### config.mk
export PLATFORM = sky130hd
export DESIGN_NAME = keypad_matrix_scanner
export DESIGN_NICKNAME = d
export VERILOG_FILES = /design/src/hw/keypad_pkg.sv /design/src/hw/keypad_matrix_scanner.sv /design/src/hw/scan_tick_gen.sv
export SDC_FILE = /design/constraint.sdc
export NUM_CORES = 1
export LEC_CHECK = 0
export ABC_AREA = 1
export BUFFER_PORTS_ARGS = -buffer_cell sky130_fd_sc_hd__buf_2
export CORE_AREA = 8 8 174 176
export CTS_CLUSTER_DIAMETER = 80
export DETAILED_ROUTE_END_ITERATION = 6
export DIE_AREA = 0 0 182 184
export SYNTH_ARGS = -nofsm -noshare
export SYNTH_HDL_FRONTEND = slang
export SYNTH_SLANG_ARGS = --single-unit
### constraint.sdc
create_clock -name ref_clk_in -period 10.3 [get_ports ref_clk_in]
set_input_delay 0.515 -clock ref_clk_in [delete_from_list [all_inputs] [get_ports ref_clk_in]]
set_output_delay 0.515 -clock ref_clk_in [all_outputs]
set_load 0.01 [all_outputs]
### src/hw/keypad_pkg.sv
package keypad_pkg;

	// Register byte addresses on the peripheral bus.
	localparam logic [31:0] CONFIG_ADDR = 32'hB800_8000;
	localparam logic [31:0] THREE_KEY_ADDR = 32'hB800_8004;
	localparam logic [31:0] WAKE_ADDR = 32'hB800_8008;
	localparam logic [31:0] STATUS_ADDR = 32'hB800_800C;

	localparam logic [31:0] CONFIG_RESET = 32'h0000_0000;
	localparam logic [31:0] THREE_KEY_RESET = 32'h0000_0000;
	localparam logic [31:0] WAKE_RESET = 32'h0000_0000;

	// Bits that software can store; all others read as zero.
	localparam logic [31:0] CONFIG_MASK = 32'h000F_FFFF;
	localparam logic [31:0] THREE_KEY_MASK = 32'h037F_7F7F;
	localparam logic [31:0] WAKE_MASK = 32'h0001_FF0F;

	// keypad_config fields.
	localparam int CFG_SEL_BIT = 19;
	localparam int CFG_EN_BIT = 18;
	localparam int CFG_SIZE_LSB = 16;
	localparam int CFG_DEBOUNCE_TERMINAL_COUNT_LSB = 8;
	localparam int CFG_DIV_LSB = 0;

	// three_key_config fields; a key is {row[3:0], col[2:0]}.
	localparam int TK_EN_BIT = 25;
	localparam int TK_RST_BIT = 24;
	localparam int TK_THIRD_LSB = 16;
	localparam int TK_SECOND_LSB = 8;
	localparam int TK_FIRST_LSB = 0;

	// low_power_wake_config fields.
	localparam int WK_EN_BIT = 16;
	localparam int WK_MASK_LSB = 8;
	localparam int WK_ROW_LSB = 0;

	// keypad_status fields.
	localparam int ST_INT_BIT = 21;
	localparam int ST_RST_BIT = 20;
	localparam int ST_WAKE_BIT = 19;
	localparam int ST_COMBO_BIT = 18;
	localparam int ST_TWO_BIT = 17;
	localparam int ST_ONE_BIT = 16;
	localparam int ST_K1_LSB = 8;
	localparam int ST_K0_LSB = 0;

	localparam logic [1:0] SIZE_4 = 2'b00;
	localparam logic [1:0] SIZE_8 = 2'b01;
	localparam logic [3:0] LAST_ROW = 4'hF;

	// Scan tick: 0.9375 MHz from 100 MHz, as a fractional accumulator.
	localparam int CLK_KHZ = 100000;
	localparam int TICK_KHZ_X16 = 15000;
	localparam int TICK_STEP = TICK_KHZ_X16 / 1000;
	localparam int TICK_MOD = CLK_KHZ * 16 / 1000;

	// Width of the chip reset pulse.
	localparam int CLK_PERIOD_NS = 10;
	localparam int RESET_PULSE_NS = 1000;
	localparam int RESET_PULSE_CYC = RESET_PULSE_NS / CLK_PERIOD_NS;

endpackage

### src/hw/keypad_matrix_scanner.sv
// Functional notes
// RULE1 - Four row outputs, eight column inputs, sixteen rows.
// RULE2 - Smallest size drives rows directly, one-hot.
// RULE3 - Encode two keys; more gives lowest two.
// RULE4 - Three programmed keys raise interrupt or reset.
// RULE5 - Interrupt on press and again on release.
// RULE6 - Size field selects four, eight, sixteen rows.
// RULE7 - Debounce counts equal scans to terminal count.
// RULE8 - Row period is divider ticks, sixteen per scan.
// RULE9 - Scan enable bit starts and stops scanning.
// RULE10 - Software sets port select before use.
// RULE11 - Enable and select bits choose three-key action.
// RULE12 - Three keys held as row and column fields.
// RULE13 - Wakeup works only in four-row size.
// RULE14 - Wake enable, column mask, row address gate wakeup.
// RULE15 - Status interrupt bit shows pending key interrupt.
// RULE16 - Status flag marks a three-key reset.
// RULE17 - Status flag marks a keypad wakeup.
// RULE18 - Status flags for one and two keys.
// RULE19 - Status reports two key row/column addresses.
// RULE20 - Rows asserted ascending, columns sampled per row.
// RULE21 - Pressed key pulls column low; pull-ups idle.
`timescale 1ns/1ps
module keypad_matrix_scanner
	import keypad_pkg::*;
(
	input wire logic ref_clk_in,
	input wire logic reset_in,
	input wire logic psel_in,
	input wire logic penable_in,
	input wire logic pwrite_in,
	input wire logic [31:0] paddr_in,
	input wire logic [31:0] pwdata_in,
	output logic [31:0] prdata_out,
	output logic pready_out,
	output logic pslverr_out,
	input wire logic [7:0] col_n_in,
	input wire logic powerdown_in,
	output logic [3:0] row_scan_out,
	output logic port_select_out,
	output logic key_irq_out,
	output logic chip_reset_out_n,
	output logic wake_out
);

	function automatic logic [2:0] ones(input logic [7:0] v);
		logic [2:0] n;
		n = 3'd0;
		for (int i = 0; i < 8; i++) begin
			if (v[i] && n != 3'd4) begin
				n = n + 3'd1;
			end
		end
		return n;
	endfunction

	function automatic logic [2:0] nth_col(input logic [7:0] v,
			input logic skip);
		logic seen;
		logic done;
		logic [2:0] idx;
		seen = 1'b0;
		done = 1'b0;
		idx = 3'd0;
		for (int i = 0; i < 8; i++) begin
			if (v[i] && !done) begin
				if (skip && !seen) begin
					seen = 1'b1;
				end else begin
					idx = i[2:0];
					done = 1'b1;
				end
			end
		end
		return idx;
	endfunction

	logic [31:0] cfg_q, tk_q, wk_q, prdata_q;
	logic [7:0] col_s1_q, col_s2_q, col_s3_q, col_q;
	logic tick;
	logic [3:0] row_q;
	logic [7:0] pre_q, db_q;
	logic [2:0] cnt_q, match_q;
	logic [6:0] k0_q, k1_q, prev_k0_q, prev_k1_q, st_k0_q, st_k1_q;
	logic [2:0] prev_cnt_q;
	logic reported_q, one_q, two_q, int_q, combo_q, rst_flag_q, wake_flag_q;
	logic wake_q, rst_n_q;
	logic [6:0] rst_cnt_q;

	scan_tick_gen u_tick (
		.ref_clk_in(ref_clk_in),
		.reset_in(reset_in),
		.tick_out(tick)
	);

	// Register access decode.
	wire hit_cfg = paddr_in == CONFIG_ADDR;
	wire hit_tk = paddr_in == THREE_KEY_ADDR;
	wire hit_wk = paddr_in == WAKE_ADDR;
	wire hit_st = paddr_in == STATUS_ADDR;
	wire hit = hit_cfg | hit_tk | hit_wk | hit_st;
	wire access = psel_in & penable_in;
	wire wr = access & pwrite_in & hit;
	wire setup_rd = psel_in & ~penable_in & ~pwrite_in;
	wire st_read = access & ~pwrite_in & hit_st;
	// A read clears only flags it returned, so a flag set at setup survives.
	wire clr_int = st_read & prdata_q[ST_INT_BIT];
	wire clr_combo = st_read & prdata_q[ST_COMBO_BIT];
	wire clr_rst = st_read & prdata_q[ST_RST_BIT];
	wire clr_wake = st_read & prdata_q[ST_WAKE_BIT];

	// Configuration fields.
	wire scan_en = cfg_q[CFG_EN_BIT];
	wire [1:0] size = cfg_q[CFG_SIZE_LSB +: 2];
	wire [7:0] debounce_terminal_count = cfg_q[CFG_DEBOUNCE_TERMINAL_COUNT_LSB +: 8];
	wire [7:0] divider = cfg_q[CFG_DIV_LSB +: 8];
	wire tk_en = tk_q[TK_EN_BIT];
	wire tk_rst = tk_q[TK_RST_BIT];
	wire [6:0] tk_key0 = tk_q[TK_FIRST_LSB +: 7];
	wire [6:0] tk_key1 = tk_q[TK_SECOND_LSB +: 7];
	wire [6:0] tk_key2 = tk_q[TK_THIRD_LSB +: 7];
	wire [7:0] wk_mask = wk_q[WK_MASK_LSB +: 8];
	wire [3:0] wk_row = wk_q[WK_ROW_LSB +: 4];

	// Rows beyond the selected size are skipped but keep their time slot.
	wire row_valid = (size == SIZE_4) ? (row_q[3:2] == 2'b00) : // see RULE6
		(size == SIZE_8) ? ~row_q[3] : 1'b1;
	wire [7:0] pressed = row_valid ? col_q : 8'h00; // see RULE21
	wire period_end = tick & (pre_q + 8'h01 >= divider); // see RULE8
	wire scan_end = scan_en & period_end & (row_q == LAST_ROW);

	// Per-row encoding: the lowest addresses win.
	wire [2:0] row_ones = ones(pressed);
	wire [2:0] c0 = nth_col(pressed, 1'b0);
	wire [2:0] c1 = nth_col(pressed, 1'b1);
	// Summed at four bits so a wide row cannot wrap the saturated count.
	wire [3:0] cnt_wide = {1'b0, cnt_q} + {1'b0, row_ones};
	wire [2:0] sum_cnt = (cnt_wide > 4'h4) ? 3'd4 : cnt_wide[2:0];
	wire [6:0] k0_d = (cnt_q == 3'd0 && row_ones != 3'd0) ? {row_q, c0}
		: k0_q; // see RULE3
	wire [6:0] k1_d = (cnt_q == 3'd0 && row_ones >= 3'd2) ? {row_q, c1} :
		(cnt_q == 3'd1 && row_ones != 3'd0) ? {row_q, c0} : k1_q;

	logic [2:0] match_d;
	genvar g;
	generate
		for (g = 0; g < 3; g++) begin : g_match
			wire [6:0] key = (g == 0) ? tk_key0 : (g == 1) ? tk_key1 : tk_key2;
			assign match_d[g] = match_q[g] |
				(key[6:3] == row_q & pressed[key[2:0]]); // see RULE12
		end
	endgenerate

	// Debounce and report decision, evaluated at the end of each scan.
	wire same = sum_cnt == prev_cnt_q & k0_d == prev_k0_q &
		k1_d == prev_k1_q;
	wire [7:0] db_d = same ? ((db_q == 8'hFF) ? db_q : db_q + 8'h01) : 8'h00;
	wire settled = scan_end & (db_d == debounce_terminal_count) & ~(same & reported_q); // see RULE7
	wire [1:0] shown = (sum_cnt >= 3'd2) ? 2'd2 : sum_cnt[1:0];
	wire changed = {two_q, one_q} != {shown == 2'd2, shown == 2'd1} |
		(shown != 2'd0 & k0_d != st_k0_q) | (shown == 2'd2 & k1_d != st_k1_q);
	wire key_event = settled & changed; // see RULE5
	wire combo = settled & tk_en & sum_cnt == 3'd3 & (&match_d); // see RULE4
	wire wake_cond = powerdown_in & wk_q[WK_EN_BIT] & size == SIZE_4 &
		|(col_q & wk_mask); // see RULE13

	// Direct drive is active low one-hot; otherwise the decoder gets the row.
	wire [3:0] drive_row = (powerdown_in & wk_q[WK_EN_BIT]) ? wk_row : row_q;
	wire [3:0] onehot_n = ~(4'h1 << drive_row[1:0]);
	wire drive_on = scan_en | (powerdown_in & wk_q[WK_EN_BIT]);
	assign row_scan_out = (size != SIZE_4) ? drive_row :
		drive_on ? onehot_n : 4'hF; // see RULE1 see RULE2 see RULE14

	wire [31:0] status = {10'h000, int_q, rst_flag_q, wake_flag_q, combo_q,
		two_q, one_q, 1'b0, st_k1_q, 1'b0, st_k0_q};
	wire [31:0] rd_mux = hit_cfg ? cfg_q : hit_tk ? tk_q :
		hit_wk ? wk_q : hit_st ? status : 32'h0000_0000;

	assign prdata_out = prdata_q;
	assign pready_out = 1'b1;
	assign pslverr_out = access & ~hit;
	assign port_select_out = cfg_q[CFG_SEL_BIT]; // see RULE10
	assign key_irq_out = int_q | combo_q;
	assign chip_reset_out_n = rst_n_q;
	assign wake_out = wake_q;

	always_ff @(posedge ref_clk_in) begin
		if (reset_in) begin
			cfg_q <= CONFIG_RESET;
			tk_q <= THREE_KEY_RESET;
			wk_q <= WAKE_RESET;
			prdata_q <= 32'h0000_0000;
		end else begin
			if (wr & hit_cfg) begin
				cfg_q <= pwdata_in & CONFIG_MASK;
			end
			if (wr & hit_tk) begin
				tk_q <= pwdata_in & THREE_KEY_MASK;
			end
			if (wr & hit_wk) begin
				wk_q <= pwdata_in & WAKE_MASK;
			end
			if (setup_rd) begin
				prdata_q <= rd_mux;
			end
		end
	end

	// Columns come from pins; a change counts once two stages agree.
	always_ff @(posedge ref_clk_in) begin
		if (reset_in) begin
			col_s1_q <= 8'hFF;
			col_s2_q <= 8'hFF;
			col_s3_q <= 8'hFF;
			col_q <= 8'h00;
		end else begin
			col_s1_q <= col_n_in;
			col_s2_q <= col_s1_q;
			col_s3_q <= col_s2_q;
			if (col_s2_q == col_s3_q) begin
				col_q <= ~col_s3_q;
			end
		end
	end

	// Row stepping and per-scan accumulation.
	always_ff @(posedge ref_clk_in) begin
		if (reset_in || !scan_en) begin // see RULE9
			row_q <= 4'h0;
			pre_q <= 8'h00;
			cnt_q <= 3'd0;
			match_q <= 3'b000;
			k0_q <= 7'h00;
			k1_q <= 7'h00;
		end else if (tick) begin
			pre_q <= period_end ? 8'h00 : pre_q + 8'h01;
			if (period_end) begin
				row_q <= row_q + 4'h1; // see RULE20
				cnt_q <= scan_end ? 3'd0 : sum_cnt;
				match_q <= scan_end ? 3'b000 : match_d;
				k0_q <= scan_end ? 7'h00 : k0_d;
				k1_q <= scan_end ? 7'h00 : k1_d;
			end
		end
	end

	always_ff @(posedge ref_clk_in) begin
		if (reset_in) begin
			db_q <= 8'h00;
			prev_cnt_q <= 3'd0;
			prev_k0_q <= 7'h00;
			prev_k1_q <= 7'h00;
			reported_q <= 1'b1;
		end else if (scan_end) begin
			db_q <= db_d;
			prev_cnt_q <= sum_cnt;
			prev_k0_q <= k0_d;
			prev_k1_q <= k1_d;
			reported_q <= (same & reported_q) | (db_d == debounce_terminal_count);
		end
	end

	// Status; an event in the clearing read's cycle still sets its flag.
	always_ff @(posedge ref_clk_in) begin
		if (reset_in) begin
			one_q <= 1'b0;
			two_q <= 1'b0;
			st_k0_q <= 7'h00;
			st_k1_q <= 7'h00;
			int_q <= 1'b0;
			combo_q <= 1'b0;
			rst_flag_q <= 1'b0;
			wake_flag_q <= 1'b0;
		end else begin
			if (key_event) begin
				one_q <= shown == 2'd1; // see RULE18
				two_q <= shown == 2'd2;
				st_k0_q <= (shown != 2'd0) ? k0_d : 7'h00; // see RULE19
				st_k1_q <= (shown == 2'd2) ? k1_d : 7'h00;
			end
			int_q <= key_event | (int_q & ~clr_int); // see RULE15
			combo_q <= (combo & ~tk_rst) |
				(combo_q & ~clr_combo); // see RULE11
			rst_flag_q <= (combo & tk_rst) |
				(rst_flag_q & ~clr_rst); // see RULE16
			wake_flag_q <= (wake_cond & ~wake_q) |
				(wake_flag_q & ~clr_wake); // see RULE17
		end
	end

	// The reset pulse has a fixed width so a held combination fires once.
	always_ff @(posedge ref_clk_in) begin
		if (reset_in) begin
			rst_cnt_q <= 7'd0;
			rst_n_q <= 1'b1;
			wake_q <= 1'b0;
		end else begin
			wake_q <= wake_cond; // see RULE14
			if (combo & tk_rst & rst_n_q) begin
				rst_cnt_q <= 7'(RESET_PULSE_CYC - 1);
				rst_n_q <= 1'b0;
			end else if (rst_cnt_q != 7'd0) begin
				rst_cnt_q <= rst_cnt_q - 7'd1;
			end else begin
				rst_n_q <= 1'b1;
			end
		end
	end

endmodule

### src/hw/scan_tick_gen.sv
`timescale 1ns/1ps
module scan_tick_gen
	import keypad_pkg::*;
#(
	parameter int STEP = TICK_STEP,
	parameter int MODULUS = TICK_MOD
) (
	input wire logic ref_clk_in,
	input wire logic reset_in,
	output logic tick_out
);

	if (STEP < 1 || STEP >= MODULUS || MODULUS > 2047) begin : g_bad_cfg
		$error("scan_tick_gen: unusable step or modulus");
	end

	logic [10:0] acc_q;
	logic [10:0] acc_d;
	logic [11:0] sum;
	logic wrap;

	// The accumulator keeps the long-run rate exact; ticks jitter by a cycle.
	assign sum = {1'b0, acc_q} + 12'(STEP);
	assign wrap = sum >= 12'(MODULUS);
	assign acc_d = wrap ? 11'(sum - 12'(MODULUS)) : sum[10:0];

	always_ff @(posedge ref_clk_in) begin
		if (reset_in) begin
			acc_q <= 11'h000;
			tick_out <= 1'b0;
		end else begin
			acc_q <= acc_d;
			tick_out <= wrap;
		end
	end

endmodule

==> metrics.md, run 1 <==
| Metric | Value |
|---|---|
| Outcome | completed |
| Global-route usage over all layers | 19.8% |
| Pwr Total | 2.41 mW |
| Clock tree from TritonCTS | built |
| Number of warnings reported in the yosys synthesis log | 0 |
| Reg-to-reg critical path startpoint | cfg_q[16] |
| Total I/O pin count | 120 |
| RSZ-0062 raised after global routing | no |
| Top FF cell, synth | sky130_fd_sc_hd__dfxtp_1 |
| Count of final max-slew check failures | 0 |
| Worst slack after detailed placement | 1.28 ns |
| Via-per-instance ratio | 5.27 |
| Wire length per cell after detailed routing | 16.3 µm |
| Fraction of layout instances using a drive strength above 1 | 14.8% |
| Clock Pin Slew Worst Setup and Hold Paths | 0.06 ns |
| Final count of hold timing violations | 0 |
| Transition at the pin with the smallest max-transition slack | 1.06 ns |
| Number of DRC violations after detailed-routing iteration 0 | 651 |
| Number of buffers created by CTS | 25 |
| Maximum number of pins on one net before global-route repair | 100 |
| Switching power of the nets | 0.784 mW |
| Count of TritonRoute iterations in the first routing pass | 5 |
| Overall die width | between 150 and 200 µm |
| Peak fanout along the critical path | 23 |
| Most common cell after layout, fill and taps aside | sky130_fd_sc_hd__nand2_1 |
| Placed inst area | 12,300 µm² |
| Post-synthesis average cell area | 7.10 µm² |
| Ant diodes | 0 |
| Post-CTS sizing | 0 |
| Data arrival time at the worst-slack endpoint | about 9.5 ns |
| Delay of the slowest cell on the worst path | 0.38 ns |
| Remaining DRCs | 0 |
| Net switching fraction of the power | 32.6% |
| Startpoint Class | flop |
| Skew-Pair Late Insertion Delay | 0.53 ns |
| FF+latch count, synth | 212 |
| Number of max-cap violations | 0 |
| Share of the synthesized area in the top cell type | between 30% and 40% |
| Post-route setup TNS | 0 ns |
| Core box area | between 20,000 and 30,000 µm² |
| Reg-to-reg setup timing slack | 1.22 ns |
| Pwr/cell area | 182 nW/µm² |
| Initial Utilization | 42.2% |
| Routability Congestion | roughly 0.9 |
| Critical Setup Path Class | flop to flop |
| Clk buf depth | 3 |
| Final worst path period need | 9.08 ns |
| Die ar. | 33,500 µm² |
| Most used cell along the critical path | sky130_fd_sc_hd__nand2_1 |
| Die Y | 184 µm |
| Crit share post-route | 88.1% |
| Synth cell types | 58 |
| Initial antenna violation count | 1 |
| Total via count after detailed routing | 10,900 |
| Internal power consumption | 1.62 mW |
| Type of the most critical hold path | input pin to flop |
| Async SR Flop Fraction | 0% |
| P_leak | 5.73 nW |
| Total non-filler cell area in the finished layout | 13,200 µm² |
| Number of global-route vias before repair | ~10,000 |
| Relative contribution of the clock network to total power | between 30% and 40% |
| Highest achievable clock rate | 0.110 GHz |
| Half-perimeter wire length after detailed placement | 25.0 mm |
| Count of fill cells added during filler insertion | 2,805 |
| Synth Instances | 1,634 |
| Leftover overflow at the end of global routing | 0 |
| Peak supply drop | roughly 0.13 mV |
| Hold buffers post-CTS | 0 |
| Cells taking the most area after synthesis | sky130_fd_sc_hd__dfxtp_1 (37%), sky130_fd_sc_hd__nand2_1 (8.5%), sky130_fd_sc_hd__inv_1 (7.9%), sky130_fd_sc_hd__a21oi_1 (7.3%), sky130_fd_sc_hd__o21ai_0 (5.9%) |
| Category of the worst setup path capture point | flop |
| Min setup slack post-route | 1.22 ns |
| Launch point of the critical path | cfg_q[16] |
| Sink count of the clock tree | 212 |
| Remaining number of nets flagged by the antenna check after routing | 0 |
| End-of-flow core utilization | 48.1% |
| Crit path max-delay cell type | sky130_fd_sc_hd__fa_1 |
| WP data required | 10.69 ns |
| Number of setup buffers added after CTS | 0 |
| Summed instance area of the synthesized netlist | ~12,000 µm² |
| Area Growth Syn to Fin | 14.0% |
| Library cell with the largest summed area after synthesis | sky130_fd_sc_hd__dfxtp_1 |
| Max-Slew Margin vs Limit | 28.9% |
| Number of setup violations in the final report | 0 |
| # rows | 61 |
| Wire length of the first global-routing pass | around 54 mm |
| Flop pwr share | 35.6% |
| H-tree levels | 1 |
| Drt total wl | 33.9 mm |
| PortBufs | around 100 |
| Register area share after synthesis | 36.6% |
| CTS root buffer | sky130_fd_sc_hd__clkbuf_16 |
| Origin of the worst min-delay path | col_n_in[6] |
| Highest-count cells in the layout ignoring fill and taps | sky130_fd_sc_hd__nand2_1 (262), sky130_fd_sc_hd__inv_1 (243), sky130_fd_sc_hd__dfxtp_1 (212), sky130_fd_sc_hd__a21oi_1 (169), sky130_fd_sc_hd__o21ai_0 (136) |
| Setup Skew | 0.0121 ns |
| Gate power share | 24.6% |
| Net count reported at finish | around 1,800 |
| Post-synth EDFFs | 0 |
[power groups by stage]
stage	clock (mW)	combinational, mW	sequential [mW]
3_3_place_gp	0	0.577	0.873
5_1_grt	1.01	0.665	0.858
3_5_place_dp	0	0.586	0.873
2_1_floorplan	0	0.470	0.870
6_report	0.960	0.591	0.856
4_1_cts	0.976	0.591	0.856
[flip-flops by register name (all words and copies together) (netlist names), 8 cells and up]
register      flops
col_s2_q          8
prdata_out       25
tk_q             23
db_q              8
pre_q             8
col_q             8
wk_q             13
u_tick.acc_q     11
col_s3_q          8
cfg_q            20
col_s1_q          8
[final timing paths]
path / endpoint / depth (start not counted)
worst max-delay path: st_k0_q[6] / 58
worst min register to register: col_s2_q[5] / 1
worst max register to register: st_k0_q[6] / 58
worst min-delay path: col_s1_q[6] / 2
[synth_stat cells, drive strengths merged (2+ instances only)]
cell,instances
a211oi,6
o21a,2
nand4,31
xnor2,7
buf,21
a21oi,170
xor2,41
nand2,292
o21ai,142
clkbuf,50
a31oi,6
o32ai,6
o41ai,2
nor2,101
nand3b,6
inv,258
o211ai,30
o221ai,16
conb,2
o22ai,6
or2,22
nor3,40
o21bai,2
ha,29
o2111ai,2
dfxtp,212
nor4,18
nand3,104
[stage by stage]
stage / cells / hold slack [ns]
after CTS: 2077 / 0.154
after global routing: 2077 / 0.159
after detailed placement: 2032 / 0.392
after global placement: 2032 / 0.396
after floorplan: 1640 / 0.389
final: 2077 / 0.171
[routing by layer]
metal	vias up	track usage (%)	share of wire, %
li1	5571	-	-
met1	4977	26.4	47
met2	329	31.7	44
met3	59	3.85	6.8
met4	2	6.85	2.9
met5	-	0	0.035
[cell type report]
class	instances	area, µm²	share of cell area [%]
multi-input combinational	1098	6050	45.8
clock inverter	14	206	1.56
clock buffer	31	688	5.21
timing repair buffer	117	618	4.68
tap	346	433	3.28
inverter	259	975	7.37
sequential	212	4240	32.1
[cell families after synthesis]
logic type | Yosys count | synth area share, %
AOI/OAI and AO/OA | 395 | 19.2
and+or+nand+nor | 617 | 25.8
xor gates and xnor gates | 48 | 3.63
buffers and inverters | 330 | 11.4
DFF | 212 | 36.6
other | 2 | 0.0648
adders and majority gates | 30 | 3.30
[critical path, delay by kind of cell, from the launching register on]
kind	cells	cell delay, ns
AO/OA/AOI/OAI	5	0.91
adder cells (fa/ha/maj)	8	1.95
AND/OR/NAND/NOR	33	4.60
XOR/XNOR	2	0.38
flip-flops	1	0.34
buffers and inverters	10	0.74
Note: power is estimated with default switching activity, not from simulation.
==> run 2, diff against run 1 <==
Settings changed: CELL_PAD_IN_SITES_DETAIL_PLACEMENT set to 0, CELL_PAD_IN_SITES_GLOBAL_PLACEMENT set to 1, PLACE_DENSITY_LB_ADDON set to 0.1.
==> run 2 against run 1 <==
Die area stayed put. First-iteration DRC count is 5.4% higher. Non-clock buffer count is 2 lower. Total power is 1.1% lower. Combinational power hardly changed. Cell count hardly changed. Largest power group unchanged.
==> metrics.md, run 2 (same netlist as run 1, synthesis figures left out) <==
| Metric | Value |
|---|---|
| Final worst path period need | 9.18 ns |
| Half-perimeter wire length after detailed placement | roughly 27 mm |
| Number of global-route vias before repair | 10,200 |
| Type of the most critical hold path | input pin to flop |
| Peak supply drop | between 0.1 and 0.15 mV |
| Max FFs per register | 25 |
| Count of TritonRoute iterations in the first routing pass | 6 |
| Drt total wl | 35.9 mm |
| Ant diodes | 0 |
| Peak fanout along the critical path | 23 |
| Outcome | completed |
| Global-route usage over all layers | 21.3% |
| PortBufs | 104 |
| Total I/O pin count | 120 |
| Overall die width | 182 µm |
| Met3 layer usage reported by global route | between 4 and 5% |
| Post-route setup TNS | 0 ns |
| Transition at the pin with the smallest max-transition slack | 1.21 ns |
| Number of setup buffers added after CTS | 0 |
| Via-per-instance ratio | ~5.2 |
| Setup Skew | around 0.0095 ns |
| Leftover overflow at the end of global routing | 0 |
| Most common cell after layout, fill and taps aside | sky130_fd_sc_hd__nand2_1 |
| Maximum number of pins on one net before global-route repair | 74 |
| Category of the worst setup path capture point | flop |
| Number of setup violations in the final report | 0 |
| Highest-count cells in the layout ignoring fill and taps | sky130_fd_sc_hd__nand2_1 (262), sky130_fd_sc_hd__inv_1 (243), sky130_fd_sc_hd__dfxtp_1 (212), sky130_fd_sc_hd__a21oi_1 (169), sky130_fd_sc_hd__o21ai_0 (136) |
| Busiest metal layer after global routing | met2 |
| Initial Utilization | 42.2% |
| Clock Pin Slew Worst Setup and Hold Paths | 0.06 ns |
| Wire length of the first global-routing pass | between 50 and 60 mm |
| Wire length per cell after detailed routing | approximately 17 µm |
| Initial antenna violation count | 5 |
| Fraction of layout instances using a drive strength above 1 | 14.6% |
| CP Buf/Inv Count | 9 |
| Met2 layer usage reported by global route | 33.8% |
| Post-CTS sizing | 0 |
| Cell count after placement | slightly above 2,000 |
| WP data required | approximately 11 ns |
| Number of max-cap violations | 0 |
| Die Y | 184 µm |
| Delay of the slowest cell on the worst path | 0.40 ns |
| CTS root buffer | sky130_fd_sc_hd__clkbuf_16 |
| Highest achievable clock rate | between 0.1 and 0.15 GHz |
| # rows | 61 |
| Crit path max-delay cell type | sky130_fd_sc_hd__nor2_1 |
| Met1 Use GR | 29.0% |
| Family with the most delay on the worst path | simple AND/OR/NAND/NOR gates |
| Number of buffers created by CTS | 26 |
| Pwr/cell area | 181 nW/µm² |
| Total via count after detailed routing | 10,900 |
| RSZ-0062 raised after global routing | no |
| Core box area | around 27,000 µm² |
| Critical Setup Path Class | flop to flop |
| Clk buf depth | 3 |
| Remaining number of nets flagged by the antenna check after routing | 0 |
| Net count reported at finish | between 1,500 and 2,000 |
| Area Growth Syn to Fin | 13.7% |
| Count of fill cells added during filler insertion | about 2,800 |
| Die ar. | between 30,000 and 40,000 µm² |
| Final count of hold timing violations | 0 |
| Data arrival time at the worst-slack endpoint | around 9.6 ns |
| Most used cell along the critical path | sky130_fd_sc_hd__nand2_1 |
| Hold buffers post-CTS | 0 |
| H-tree levels | 1 |
| P_leak | between 5 and 6 nW |
| Number of DRC violations after detailed-routing iteration 0 | ~690 |
| Count of final max-slew check failures | 0 |
| Skew-Pair Late Insertion Delay | 0.53 ns |
| Clock tree from TritonCTS | built |
| Remaining DRCs | 0 |
| Startpoint Class | flop |
| Max-Slew Margin vs Limit | 18.8% |
| End-of-flow core utilization | 48.0% |
| Routability Congestion | 0.874 |
| Crit share post-route | between 80 and 90% |
| Sink count of the clock tree | 212 |
| Non-Filler Instances | 2,075 |
## run 2: layer usage
layer | wire (µm) | part of all wire [%]
met1 | 17100 | 47
met2 | 15600 | 43
met3 | 2480 | 6.9
met4 | 712 | 2.0
met5 | 65 | 0.18
## run 2: path summary, 6_finish.rpt
| check | from | slack, ns | to | cells past startpoint |
|---|---|---|---|---|
| worst max-delay path | cfg_q[16] | 1.12 | st_k0_q[0] | 58 |
| worst min-delay path | col_n_in[6] | 0.17 | col_s1_q[6] | 2 |
| worst max register to register | cfg_q[16] | 1.12 | st_k0_q[0] | 58 |
| worst min register to register | col_s1_q[4] | 0.40 | col_s2_q[4] | 1 |
## run 2: worst reg2reg max path, delay by kind of cell (launching register included)
family          cells  cell delay (ns)
flops               1             0.33
xor+xnor            2             0.43
buf+inv             9             0.71
fa+ha+maj           8             1.96
simple gates       34             4.68
compound gates      5             0.95
## run 2: area by class of cell
class	instances	area [µm²]	area share (%)
Clock buffer	36	769	5.84
Inverter	259	975	7.40
Tap cell	346	433	3.28
Sequential cell	212	4240	32.2
Clock inverter	9	104	0.788
Timing Repair Buffer	115	603	4.58
Multi-Input combinational cell	1098	6050	45.9
## run 2: power by group
| part | switching [mW] | leakage [nW] | internal [mW] | total [mW] |
|---|---|---|---|---|
| registers | 0.0137 | 1.72 | 0.841 | 0.855 |
| clock network | 0.363 | 0.428 | 0.568 | 0.932 |
| logic | 0.411 | 3.55 | 0.181 | 0.593 |
## run 2: metrics by stage
| step | area, µm² | hold WS [ns] | setup slack [ns] | total power, mW |
|---|---|---|---|---|
| 3_3_place_gp | 12300 | 0.394 | 1.29 | 1.46 |
| 6_report | 13200 | 0.168 | 1.12 | 2.38 |
| 5_1_grt | 13200 | 0.158 | 0.0535 | 2.52 |
| 4_1_cts | 13200 | 0.153 | 1.08 | 2.40 |
| 3_5_place_dp | 12300 | 0.392 | 1.12 | 1.47 |
| 2_1_floorplan | 11600 | 0.389 | 2.80 | 1.34 |
==> run 3, diff against run 2 <==
Settings changed: ABC_AREA 1 to 0, CORE_AREA 8 8 174 176 to 8 8 175 177, DIE_AREA 0 0 182 184 to 0 0 183 185.
==> run 3 against run 2 <==
Count of clock-buffer cells in the layout is 1 higher. Die area rose by 1.1%. Cell count fell by 7.8%. Register-to-register slack worse by 0.20 ns. Critical endpoint is now rst_cnt_q[0].
==> metrics.md, run 3 <==
| Metric | Value |
|---|---|
| Outcome | completed |
| Post-synthesis average cell area | around 8.2 µm² |
| Die Y | around 190 µm |
| Post-route setup TNS | 0 ns |
| WP data required | 10.66 ns |
| Peak supply drop | 0.118 mV |
| Most common cell after layout, fill and taps aside | sky130_fd_sc_hd__dfxtp_1 |
| P_leak | 5.16 nW |
| Final worst path period need | roughly 9.4 ns |
| Transition at the pin with the smallest max-transition slack | 1.15 ns |
| CTS root buffer | sky130_fd_sc_hd__clkbuf_16 |
| Async SR Flop Fraction | 0% |
| Max FFs per register | 25 |
| Origin of the worst min-delay path | col_n_in[7] |
| Wire length of the first global-routing pass | 56.1 mm |
| Peak fanout along the critical path | 9 |
| PortBufs | 104 |
| Number of max-cap violations | 0 |
| Crit path max-delay cell type | sky130_fd_sc_hd__ha_1 |
| Worst flop-to-flop path endpoint | rst_cnt_q[0] |
| Hold buffers post-CTS | 0 |
| Clock Pin Slew Worst Setup and Hold Paths | 0.06 ns |
| Reg-to-reg critical path startpoint | cfg_q[16] |
| Skew-Pair Late Insertion Delay | about 0.53 ns |
| Type of the most critical hold path | input pin to flop |
| Initial Utilization | 42.1% |
| Setup Skew | around 0.015 ns |
| Cells taking the most area after synthesis | sky130_fd_sc_hd__dfxtp_1 (36%), sky130_fd_sc_hd__nand2_1 (6.6%), sky130_fd_sc_hd__a21oi_1 (5.0%), sky130_fd_sc_hd__mux2i_1 (4.8%), sky130_fd_sc_hd__nor2_1 (4.5%) |
| Number of global-route vias before repair | roughly 9,800 |
| Number of DRC violations after detailed-routing iteration 0 | 844 |
| Synth Instances | 1,444 |
| Startpoint Class | flop |
| Crit share post-route | 91.1% |
| End point of the most critical hold path | col_s1_q[7] |
| Ant diodes | 0 |
| Sink count of the clock tree | roughly 210 |
| Summed instance area of the synthesized netlist | 11,800 µm² |
| Top FF cell, synth | sky130_fd_sc_hd__dfxtp_1 |
| Delay of the slowest cell on the worst path | 0.45 ns |
| Overall die width | ~180 µm |
| Via-per-instance ratio | approximately 5.5 |
| Remaining number of nets flagged by the antenna check after routing | 0 |
| Wire length per cell after detailed routing | 18.8 µm |
| Commonest cells post-synth | sky130_fd_sc_hd__dfxtp_1 (212), sky130_fd_sc_hd__nand2_1 (209), sky130_fd_sc_hd__nor2_1 (143), sky130_fd_sc_hd__a21oi_1 (117), sky130_fd_sc_hd__clkbuf_1 (63) |
| Maximum number of pins on one net before global-route repair | 96 |
| Reg-to-reg setup timing slack | 0.92 ns |
| Synth cell types | 89 |
| Count of final max-slew check failures | 0 |
| Register area share after synthesis | 35.9% |
| Area Growth Syn to Fin | 14.1% |
| Number of setup violations in the final report | 0 |
| Highest achievable clock rate | about 0.11 GHz |
| Pwr/cell area | 178 nW/µm² |
| Max-Slew Margin vs Limit | 23.0% |
| Post-synth EDFFs | 0 |
| Highest-count cells in the layout ignoring fill and taps | sky130_fd_sc_hd__dfxtp_1 (212), sky130_fd_sc_hd__nand2_1 (209), sky130_fd_sc_hd__nor2_1 (140), sky130_fd_sc_hd__a21oi_1 (117), sky130_fd_sc_hd__buf_2 (103) |
| Global-route usage over all layers | 20.7% |
| Remaining DRCs | 0 |
| Net count reported at finish | 1,620 |
| Category of the worst setup path capture point | flop |
| Number of warnings reported in the yosys synthesis log | 0 |
| Drt total wl | 35.9 mm |
| FF+latch count, synth | around 210 |
| Initial antenna violation count | 2 |
| # rows | 62 |
| Data arrival time at the worst-slack endpoint | 9.75 ns |
| Core box area | 28,100 µm² |
| H-tree levels | 1 |
| Critical Setup Path Class | flop to flop |
| Die ar. | between 30,000 and 40,000 µm² |
| Number of buffers created by CTS | 27 |
| Total I/O pin count | 120 |
| Leftover overflow at the end of global routing | 0 |
| Library cell with the largest summed area after synthesis | sky130_fd_sc_hd__dfxtp_1 |
| Most common cell in the netlist | sky130_fd_sc_hd__dfxtp_1 |
| Placed inst area | 12,600 µm² |
| Share of the synthesized area in the top cell type | 35.9% |
| Routability Congestion | ~0.84 |
| Hold path depth | 2 |
| Fraction of layout instances using a drive strength above 1 | 16.1% |
| Clock tree from TritonCTS | built |
| Half-perimeter wire length after detailed placement | 26.1 mm |
| Final count of hold timing violations | 0 |
| Most used cell along the critical path | sky130_fd_sc_hd__ha_1 |
| Total via count after detailed routing | 10,500 |
| Number of cells on the worst reg-to-reg path | 43 |
| Clk buf depth | 3 |
| Count of TritonRoute iterations in the first routing pass | 5 |
| Total non-filler cell area in the finished layout | 13,500 µm² |
| RSZ-0062 raised after global routing | no |
## run 3: cell count changes after synthesis, sizes merged, moves of 19 or more
cell,delta
nor2,+43
nand2,-83
a211oi,+25
xnor2,+47
nand3,-67
mux2i,+58
a21oi,-52
o211ai,-27
inv,-216
and3,+19
mux2,+21
o21ai,-82
## run 3: worst max path at each step
| stage | to | startpoint | cells past startpoint | slack (ns) |
|---|---|---|---|---|
| 6_report | rst_cnt_q[0] | cfg_q[16] | 43 | 0.92 |
| 4_1_cts | one_q | cfg_q[16] | 41 | 0.42 |
| 5_1_grt | rst_cnt_q[1] | cfg_q[16] | 43 | 0.10 |
| 2_1_floorplan | one_q | row_q[3] | 45 | 1.59 |
| 3_3_place_gp | one_q | cfg_q[16] | 41 | 0.69 |
| 3_5_place_dp | two_q | cfg_q[16] | 41 | 0.45 |
## run 3: cells by family after synthesis
kind of cell / Yosys count / synth area share [%]
AOI/OAI and AO/OA: 316 / 17.3
DFF: 212 / 35.9
buffers and inverters: 131 / 4.72
xor gates and xnor gates: 96 / 7.46
adders and majority gates: 32 / 3.41
muxes: 85 / 8.22
other: 2 / 0.0635
and+or+nand+nor: 570 / 22.9
## run 3: stage by stage
step	utilization (%)	hold WS, ns	setup slack [ns]	cells	power (mW)
after detailed placement	44.8	0.392	0.455	1863	1.50
after global placement	44.8	0.391	0.691	1863	1.50
after global routing	48.0	0.148	0.101	1913	2.53
final	48.0	0.174	0.917	1913	2.40
after floorplan	-	0.389	1.59	1450	1.35
after CTS	47.9	0.151	0.422	1909	2.43
## run 3: worst max-delay path: cells and delay by family, from the launching register on
kind,cells,cell delay [ns]
AOI/OAI and AO/OA,13,2.53
xor gates and xnor gates,3,0.62
adders and majority gates,8,2.25
buffers and inverters,3,0.40
DFF,1,0.35
muxes,1,0.10
and+or+nand+nor,15,2.93
## run 3: repair_timing
item / in CTS / in global routing
setup endpoints to repair: 0 / 22
endpoints found under the hold margin: 0 / 0
resized for setup: 0 / 3
setup buffers: 0 / 4
## run 3: area by class of cell
class,count,area (µm²)
Clock buffer,37,783
Clock inverter,9,90.1
Fill cell,2885,14600
Inverter,42,158
Multi-Input combinational cell,1107,7080
Sequential cell,212,4240
Tap cell,384,480
Timing Repair Buffer,122,658
## run 3: report_power, final
part / total (mW) / switching [mW] / internal [mW]
Combinational: 0.613 / 0.378 / 0.234
Sequential: 0.872 / 0.0282 / 0.843
Clock: 0.919 / 0.364 / 0.555
## run 3: routing by layer
metal | track usage [%] | vias up | wire, µm
met1 | 28.1 | 4960 | 16900
met4 | 6.34 | 4 | 939
li1 | - | 5216 | -
met5 | 0 | - | 18
met2 | 33.3 | 249 | 16100
met3 | 3.33 | 55 | 1900
